## src/rtl/ldc_pkg.sv

```systemverilog
// Notes on behaviour
// - bit 7 picks high or low current reference
// - duty code 0..99 gives 1..100 percent on-time
// - duty codes above 99 keep sinks off
// - dimming register defaults: code 30 (31 percent), low range
// - lockout reloads all eight bits; all read/write
// - two-bit field picks 100/200/500/1000 Hz
// - sink-enable low disables sinks and boost stage
// - one waveform drives both sinks, 200 Hz default
package ldc_pkg;

  // register map, byte offsets on the parallel register port
  localparam logic [7:0] LDC_ADDR_SETUP = 8'h18;
  localparam logic [7:0] LDC_ADDR_DIM = 8'h19;

  // reset values
  localparam logic [7:0] LDC_SETUP_RST = 8'h10;
  localparam logic [7:0] LDC_DIM_RST = 8'h1E;

  // field positions
  localparam int LDC_RANGE_BIT = 7;
  localparam int LDC_DUTY_MSB = 6;
  localparam int LDC_SINK_ON_BIT = 7;
  localparam int LDC_FREQ_MSB = 5;
  localparam int LDC_FREQ_LSB = 4;
  localparam logic [7:0] LDC_SETUP_RW_MASK = 8'hB0;

  // duty coding
  localparam int LDC_DUTY_W = 7;
  localparam logic [6:0] LDC_DUTY_MAX = 7'h63;
  localparam int LDC_STEPS = 100;
  localparam logic [6:0] LDC_LAST_STEP = 7'h63;

  // timing
  localparam int LDC_CLK_HZ = 100_000_000;
  localparam int LDC_F0_HZ = 100;
  localparam int LDC_F1_HZ = 200;
  localparam int LDC_F2_HZ = 500;
  localparam int LDC_F3_HZ = 1000;
  localparam int LDC_STEP_W = 20;

  typedef enum logic [1:0] {
    LDC_FREQ_100 = 2'h0,
    LDC_FREQ_200 = 2'h1,
    LDC_FREQ_500 = 2'h2,
    LDC_FREQ_1000 = 2'h3
  } ldc_freq_e;

  // dimming register content
  typedef struct packed {
    logic range_hi;
    logic [6:0] duty;
  } ldc_dim_s;

  // setup register content
  typedef struct packed {
    logic sink_on;
    ldc_freq_e freq;
  } ldc_setup_s;

endpackage

```

## src/rtl/ldc_pwm_timer.sv

```systemverilog
`timescale 1ns/100ps
module ldc_pwm_timer
  import ldc_pkg::*;
(
  input wire logic clk_sys_i, // system clock
  input wire logic resetn_i, // async reset, low
  input wire logic ce_i, // clock enable
  input wire logic run_i, // timer runs while high
  input wire logic [LDC_STEP_W-1:0] step_cyc_i, // cycles per 1% step
  output logic [6:0] step_o, // current step 0..99
  output logic period_start_o // high while next edge wraps to 0
);

  logic [LDC_STEP_W-1:0] cnt_q;
  logic [LDC_STEP_W-1:0] cnt_d;
  logic [6:0] step_q;
  logic [6:0] step_d;
  logic start_d;

  // one period is one hundred equal steps
  always_comb begin
    cnt_d = cnt_q;
    step_d = step_q;
    start_d = 1'b0;
    if (!run_i) begin
      cnt_d = '0;
      step_d = '0;
    end else if (cnt_q >= step_cyc_i - LDC_STEP_W'(1)) begin
      cnt_d = '0;
      if (step_q == LDC_LAST_STEP) begin
        step_d = '0;
        start_d = 1'b1;
      end else begin
        step_d = step_q + 7'h01;
      end
    end else begin
      cnt_d = cnt_q + LDC_STEP_W'(1);
    end
  end

  always_ff @(posedge clk_sys_i or negedge resetn_i) begin
    if (!resetn_i) begin
      cnt_q <= '0;
      step_q <= '0;
    end else if (ce_i) begin
      cnt_q <= cnt_d;
      step_q <= step_d;
    end
  end

  // left unregistered so new settings land on the very edge that
  // restarts step 0; a registered pulse would arrive one cycle late
  assign step_o = step_q;
  assign period_start_o = start_d;

endmodule

```

## src/rtl/ldc_top.sv

```systemverilog
`timescale 1ns/100ps
module ldc_top
  import ldc_pkg::*;
#(
  // cycles per 1% step at each frequency; shorten for simulation
  parameter int unsigned STEP_CYC_F0 = LDC_CLK_HZ / (LDC_F0_HZ * LDC_STEPS),
  parameter int unsigned STEP_CYC_F1 = LDC_CLK_HZ / (LDC_F1_HZ * LDC_STEPS),
  parameter int unsigned STEP_CYC_F2 = LDC_CLK_HZ / (LDC_F2_HZ * LDC_STEPS),
  parameter int unsigned STEP_CYC_F3 = LDC_CLK_HZ / (LDC_F3_HZ * LDC_STEPS)
)
(
  input wire logic clk_sys_i, // system clock, 100 MHz
  input wire logic resetn_i, // async reset, low
  input wire logic ce_i, // clock enable, freezes all
  input wire logic undervoltage_lockout_i, // lockout level, async
  input wire logic [7:0] reg_addr_i, // register offset
  input wire logic [7:0] reg_wdata_i, // write data
  input wire logic reg_wr_i, // write strobe
  input wire logic reg_rd_i, // read strobe
  output logic [7:0] reg_rdata_o, // read data, held
  output logic reg_rvalid_o, // read data valid pulse
  output logic string_a_sink_o, // sink a on
  output logic string_b_sink_o, // sink b on
  output logic high_range_sel_o, // 1: high range reference
  output logic boost_enable_o // led boost stage on
);

  // lockout arrives from the analogue side
  logic undervoltage_lockout_meta_q;
  logic undervoltage_lockout_sync_q;

  // software-visible registers
  ldc_dim_s dim_q;
  ldc_dim_s dim_d;
  ldc_setup_s setup_q;
  ldc_setup_s setup_d;

  // copies used by the modulator
  ldc_dim_s act_dim_q;
  ldc_dim_s act_dim_d;
  ldc_freq_e act_freq_q;
  ldc_freq_e act_freq_d;

  // read port
  logic [7:0] rdata_q;
  logic [7:0] rdata_d;
  logic rvalid_q;
  logic rvalid_d;

  // pin drivers
  logic sink_q;
  logic sink_d;
  logic range_q;
  logic range_d;
  logic boost_q;
  logic boost_d;

  // timer link
  logic [6:0] step;
  logic period_start;
  logic [LDC_STEP_W-1:0] step_cyc;
  logic duty_ok;

  // two flops before anything looks at the lockout level
  always_ff @(posedge clk_sys_i or negedge resetn_i) begin
    if (!resetn_i) begin
      undervoltage_lockout_meta_q <= 1'b0;
      undervoltage_lockout_sync_q <= 1'b0;
    end else if (ce_i) begin
      undervoltage_lockout_meta_q <= undervoltage_lockout_i;
      undervoltage_lockout_sync_q <= undervoltage_lockout_meta_q;
    end
  end

  // register writes; lockout reload has priority over software
  always_comb begin
    dim_d = dim_q;
    setup_d = setup_q;
    if (undervoltage_lockout_sync_q) begin
      dim_d = ldc_dim_s'(LDC_DIM_RST);
      setup_d = ldc_setup_s'({LDC_SETUP_RST[LDC_SINK_ON_BIT],
                              LDC_SETUP_RST[LDC_FREQ_MSB:LDC_FREQ_LSB]});
    end else if (reg_wr_i) begin
      if (reg_addr_i == LDC_ADDR_DIM) begin
        dim_d = ldc_dim_s'(reg_wdata_i);
      end else if (reg_addr_i == LDC_ADDR_SETUP) begin
        setup_d.sink_on = reg_wdata_i[LDC_SINK_ON_BIT];
        setup_d.freq =
          ldc_freq_e'(reg_wdata_i[LDC_FREQ_MSB:LDC_FREQ_LSB]);
      end
    end
  end

  always_ff @(posedge clk_sys_i or negedge resetn_i) begin
    if (!resetn_i) begin
      dim_q <= ldc_dim_s'(LDC_DIM_RST);
      setup_q <= ldc_setup_s'({LDC_SETUP_RST[LDC_SINK_ON_BIT],
                               LDC_SETUP_RST[LDC_FREQ_MSB:LDC_FREQ_LSB]});
    end else if (ce_i) begin
      dim_q <= dim_d;
      setup_q <= setup_d;
    end
  end

  // read mux; unmapped offsets and reserved bits read zero
  always_comb begin
    rdata_d = rdata_q;
    rvalid_d = 1'b0;
    if (reg_rd_i) begin
      rvalid_d = 1'b1;
      unique case (reg_addr_i)
        LDC_ADDR_DIM: begin
          rdata_d = dim_q;
        end
        LDC_ADDR_SETUP: begin
          rdata_d = {setup_q.sink_on, 1'b0, setup_q.freq, 4'h0}
                    & LDC_SETUP_RW_MASK;
        end
        default: begin
          rdata_d = 8'h00;
        end
      endcase
    end
  end

  always_ff @(posedge clk_sys_i or negedge resetn_i) begin
    if (!resetn_i) begin
      rdata_q <= 8'h00;
      rvalid_q <= 1'b0;
    end else if (ce_i) begin
      rdata_q <= rdata_d;
      rvalid_q <= rvalid_d;
    end
  end

  // settings are taken over only on the wrap edge, or freely while
  // sink enable is low, so no runt pulse reaches the strings; the
  // next values are used so an enabling write also sets the rate
  always_comb begin
    act_dim_d = act_dim_q;
    act_freq_d = act_freq_q;
    if (period_start || !setup_q.sink_on) begin
      act_dim_d = dim_d;
      act_freq_d = setup_d.freq;
    end
  end

  always_ff @(posedge clk_sys_i or negedge resetn_i) begin
    if (!resetn_i) begin
      act_dim_q <= ldc_dim_s'(LDC_DIM_RST);
      act_freq_q <= ldc_freq_e'(LDC_SETUP_RST[LDC_FREQ_MSB:LDC_FREQ_LSB]);
    end else if (ce_i) begin
      act_dim_q <= act_dim_d;
      act_freq_q <= act_freq_d;
    end
  end

  // step length per selected frequency
  always_comb begin
    unique case (act_freq_q)
      LDC_FREQ_100: step_cyc = LDC_STEP_W'(STEP_CYC_F0);
      LDC_FREQ_200: step_cyc = LDC_STEP_W'(STEP_CYC_F1);
      LDC_FREQ_500: step_cyc = LDC_STEP_W'(STEP_CYC_F2);
      LDC_FREQ_1000: step_cyc = LDC_STEP_W'(STEP_CYC_F3);
    endcase
  end

  ldc_pwm_timer u_timer (
    .clk_sys_i(clk_sys_i),
    .resetn_i(resetn_i),
    .ce_i(ce_i),
    .run_i(setup_q.sink_on),
    .step_cyc_i(step_cyc),
    .step_o(step),
    .period_start_o(period_start)
  );

  // code n keeps the sinks on for steps 0..n, i.e. n+1 percent
  assign duty_ok = (act_dim_q.duty <= LDC_DUTY_MAX);

  // sink, range and boost drivers
  always_comb begin
    sink_d = 1'b0;
    if (setup_q.sink_on && duty_ok) begin
      sink_d = (step <= act_dim_q.duty);
    end
    range_d = act_dim_q.range_hi;
    boost_d = setup_q.sink_on;
  end

  always_ff @(posedge clk_sys_i or negedge resetn_i) begin
    if (!resetn_i) begin
      sink_q <= 1'b0;
      range_q <= 1'b0;
      boost_q <= 1'b0;
    end else if (ce_i) begin
      sink_q <= sink_d;
      range_q <= range_d;
      boost_q <= boost_d;
    end
  end

  // one flop feeds both sinks so the strings switch together
  assign string_a_sink_o = sink_q;
  assign string_b_sink_o = sink_q;
  assign high_range_sel_o = range_q;
  assign boost_enable_o = boost_q;
  assign reg_rdata_o = rdata_q;
  assign reg_rvalid_o = rvalid_q;

endmodule

```

## config.mk

```make
export PLATFORM = sky130hd
export DESIGN_NAME = ldc_top
export DESIGN_NICKNAME = d
export VERILOG_FILES = /design/src/rtl/ldc_pkg.sv /design/src/rtl/ldc_pwm_timer.sv /design/src/rtl/ldc_top.sv
export SDC_FILE = /design/constraint.sdc
export NUM_CORES = 1
export LEC_CHECK = 0
export BUFFER_PORTS_ARGS = -buffer_cell sky130_fd_sc_hd__buf_2
export CAP_MARGIN = 20
export CORE_ASPECT_RATIO = 1.1
export CORE_UTILIZATION = 45
export DETAILED_ROUTE_END_ITERATION = 6
export PLACE_DENSITY = 0.74
export SLEW_MARGIN = 20
export SYNTH_ARGS = -nofsm -noshare
export SYNTH_HDL_FRONTEND = slang
export SYNTH_SLANG_ARGS = --single-unit
```

## constraint.sdc

```tcl
create_clock -name clk_sys_i -period 6.9 [get_ports clk_sys_i]
set_clock_uncertainty 0.05 [all_clocks]
set_input_delay 0.69 -clock clk_sys_i [delete_from_list [all_inputs] [get_ports clk_sys_i]]
set_output_delay 0.69 -clock clk_sys_i [all_outputs]
set_load 0.02 [all_outputs]
```

==> results.yml <==
status:
  outcome: "finished, final reports clean"
route:
  wl_per_cell_um: 15.57
  drt-total-wl_mm: 7.334
  routed_via_density: 5.762
  drc: 0
  vias: 2714
  first_pass_iters: 4
  drt_iter0_drc: 105
  drtAntennaViolNets: 0
place:
  hpwl_mm: 5.298
  gp_congestion: 0.8353
  placed_area_um2: 3665
  port_buffers: 34
  post-place-ws_ns: 4.100
global_route:
  grt_util_all_layers: 0.2050
  overflow: 0
  grt_max_degree: 63
  antenna_found_initial: 0
  grt_first_pass_wirelength_mm: 12.62
  first_global_vias: 2639
synth:
  syn_inst: 346
  syn_nets: 385
  synth_top_area_frac: 0.3796
  synthFlopType: "dfrtp_1"
  synth_seq_area_share: 0.4562
  async_reset_ff_frac: 1.000
  synth.cell_area_um2: 3428
  synth_top_cell_by_area: "dfrtp_1"
  avgSynthCellArea_um2: 9.908
  synth_edf_count: 0
  ys_seq_elements: 62
  synth.distinct_cells: 60
  ys_warn_count: 0
  synthTopCellsByArea: "dfrtp_1 38%, dfstp_2 7.7%, ha_1 6.2%"
timing:
  finalSetupTns_ns: 0
  period_minus_slack_ns: 2.741
  finalCritPeriodShare: 0.3973
  finalSetupViolations: 0
  tightestPinTransition_ns: 0.7770
  slew_headroom: 0.4781
  hold_violations: 0
  fmax_ghz: 0.3648
  rsz0062_at_grt: "false"
  drv_slew: 0
  holdWs_ns: 0.4360
  setup_ws_ns: 4.159
final_layout:
  fillers: 671
  final_nets: 418
  drive_gt1_frac: 0.1979
  synthToLayoutAreaGrowth_pct: 12.63
  postLayoutCellArea_um2: 3861
  antenna_cells: 0
cts:
  cts_hold_buf: 0
  clockBufferDepth: 2
  numClockSinks: 62
  post_cts_buffers: 0
  clkTransAtPathRegs_ns: 0.07
  clk_latency_ns: 0.35
  post_cts_resized: 0
  cts_tree: "yes"
  clock_tree.root_cell: "clkbuf_8"
  cts_buffers: 9
  htree_levels: 3
floorplan:
  fp.dieArea_um2: 7972
  initial_core_util: 0.4613
  dieHeight_um: 93.55
  die_w_um: 85.22
  row_count: 33
  ios: 35
  core_area_um2: 7432
job:
  cap_violations: 0
setup_path:
  worstPathRequired_ns: 7.08
  crit_family: "simple AND/OR/NAND/NOR gates"
  regToRegSetupSlack_ns: 4.16
  critPathKind: "register to register"
  cp-start-kind: "register"
  crit_top_cell: "nand2_1"
  cp-end-kind: "register"
  worstPathArrival_ns: 2.92
  path_cells: "or2_2, ha_1, and4bb_2, nand2_1, a2bb2oi_1, nand2_1, a32o_1"
  critPathMaxFanout: 19
  worstPathBufferInverterCount: 0
  crit_slowest_cell: "nand2_1"
  cpPeakStageDelay_ns: 0.48
power:
  irDropWorstVdd_mv: 0.1115
  power_w: 0.0007824
  p_leak_nw: 1.729
  p_per_area_nw_per_um2: 202.6
hold_path:
  hp-class: "register to register"
-- where the power goes --
part / switching [W] / leakage, nW / internal (W) / total, W
sequential: 0.0000141 / 0.825 / 0.000380 / 0.000395
combinational: 0.0000363 / 0.805 / 0.0000291 / 0.0000654
clock: 0.000135 / 0.0979 / 0.000187 / 0.000322
total: 0.000185 / 1.73 / 0.000597 / 0.000782
-- through the flow --
stage | std cells | utilization
after floorplan | 346 | -
after global placement | 455 | 0.4919
after detailed placement | 455 | 0.4931
after CTS | 471 | 0.5195
after global routing | 471 | 0.5195
final | 471 | 0.5195
-- path summary, 6_finish.rpt --
check / from / endpoint / depth (start not counted)
setup / recovery: act_freq_q[1]$_DFFE_PN0P_ / u_timer.step_o[6]$_DFFE_PN0P_ / 7
hold / removal: reg_rdata_o[4]$_DFFE_PN0P_ / reg_rdata_o[4]$_DFFE_PN0P_ / 2
setup reg to reg: act_freq_q[1]$_DFFE_PN0P_ / u_timer.step_o[6]$_DFFE_PN0P_ / 7
hold reg to reg: reg_rdata_o[4]$_DFFE_PN0P_ / reg_rdata_o[4]$_DFFE_PN0P_ / 2
max in group asynchronous: resetn_i / act_dim_q[0]$_DFFE_PN0P_ / 2
min in group asynchronous: resetn_i / reg_rvalid_o$_DFFE_PN0P_ / 2
-- layout make-up --
class                           instances  area, um2  area share
Inverter                               21      78.83     0.02041
Clock inverter                          1      30.03    0.007777
Clock buffer                           15      166.4     0.04310
Timing Repair Buffer                   35      177.7     0.04601
Sequential cell                        62       1564      0.4051
Tap cell                               87      108.9     0.02819
Multi-Input combinational cell        250       1735      0.4494
-- registers in the layout (all words and copies together) (netlist names) --
register	flops
boost_enable_o	1
undervoltage_lockout_meta_q	1
high_range_sel_o	1
dim_q	8
u_timer.cnt_q	20
string_a_sink_o	1
act_freq_q	2
range_d	1
reg_rdata_o	8
setup_q	2
act_dim_q	7
undervoltage_lockout_sync_q	1
boost_d	1
u_timer.step_o	7
reg_rvalid_o	1
-- worst reg2reg max path, cell delays in order, from the launching register on --
cell       delay (ns)
dfrtp_1          0.39
or2_2            0.32
ha_1             0.29
and4bb_2         0.26
nand2_1          0.10
a2bb2oi_1        0.33
nand2_1          0.48
a32o_1           0.41
-- cells in the mapped netlist, types with 2 or more instances --
library cell  number
a2111oi_0          2
a211o_1            2
a21o_1             2
a21oi_1            7
a22o_1             9
a22oi_1            2
a32o_1             3
and3_1             6
and4_1             3
buf_2              2
buf_4              2
clkbuf_1           8
dfrtp_1           52
dfstp_2           10
ha_1              17
inv_1             20
mux2_2             8
mux2i_1            9
nand2_1           27
nand2b_1           4
nand3_1           18
nand4_1            3
nor2_1            35
nor3_1             5
nor3b_1            2
nor4_1             4
o21ai_0           18
o22a_1             9
o22ai_1            7
o2bb2ai_1          3
o32a_1             2
or2_2              3
xnor2_1           10
xor2_1             6
-- per-layer routing --
| layer | wire length (um) | vias up | track usage |
|---|---|---|---|
| met5 | 0 | - | 0 |
| met4 | 148 | 0 | 0.08757 |
| met3 | 272 | 13 | 0.04413 |
| met2 | 3556 | 45 | 0.3434 |
| met1 | 3356 | 1331 | 0.2555 |
| li1 | - | 1325 | - |
-- kinds of logic after synthesis --
family / count (synthesis) / share of synthesized area
simple gates: 122 / 0.1814
other cells: 1 / 0.001094
buf+inv: 34 / 0.04014
mux: 17 / 0.05256
xor+xnor: 16 / 0.04087
compound gates: 77 / 0.1657
fa+ha+maj: 17 / 0.06204
flops: 62 / 0.4562
-- layout by cell type (no fill, tap or decap), types with 2 or more instances in the layout --
| cell | Yosys | routed |
|---|---|---|
| clkbuf_8 | 0 | 11 |
| o21ai_0 | 18 | 18 |
| buf_2 | 2 | 34 |
| nand2_1 | 27 | 27 |
| ha_1 | 17 | 17 |
| mux2_2 | 8 | 8 |
| xnor2_1 | 10 | 10 |
| a22o_1 | 9 | 9 |
| and3_1 | 6 | 6 |
| nand3_1 | 18 | 18 |
| a211o_1 | 2 | 2 |
| o22a_1 | 9 | 9 |
| dfrtp_1 | 52 | 52 |
| and4_1 | 3 | 3 |
| nor3b_1 | 2 | 2 |
| mux2i_1 | 9 | 9 |
| xor2_1 | 6 | 6 |
| nand2b_1 | 4 | 4 |
| nor3_1 | 5 | 5 |
| or2_2 | 3 | 3 |
| o32a_1 | 2 | 2 |
| a2111oi_0 | 2 | 2 |
| o22ai_1 | 7 | 7 |
| nor4_1 | 4 | 4 |
| nor2_1 | 35 | 35 |
| o2bb2ai_1 | 3 | 3 |
| clkbuf_1 | 8 | 4 |
| a21o_1 | 2 | 2 |
| inv_1 | 20 | 20 |
| a32o_1 | 3 | 3 |
| dfstp_2 | 10 | 10 |
| a21oi_1 | 7 | 7 |
| nand4_1 | 3 | 3 |
| a22oi_1 | 2 | 2 |
No activity file was read; power rests on OpenSTA's default activity.
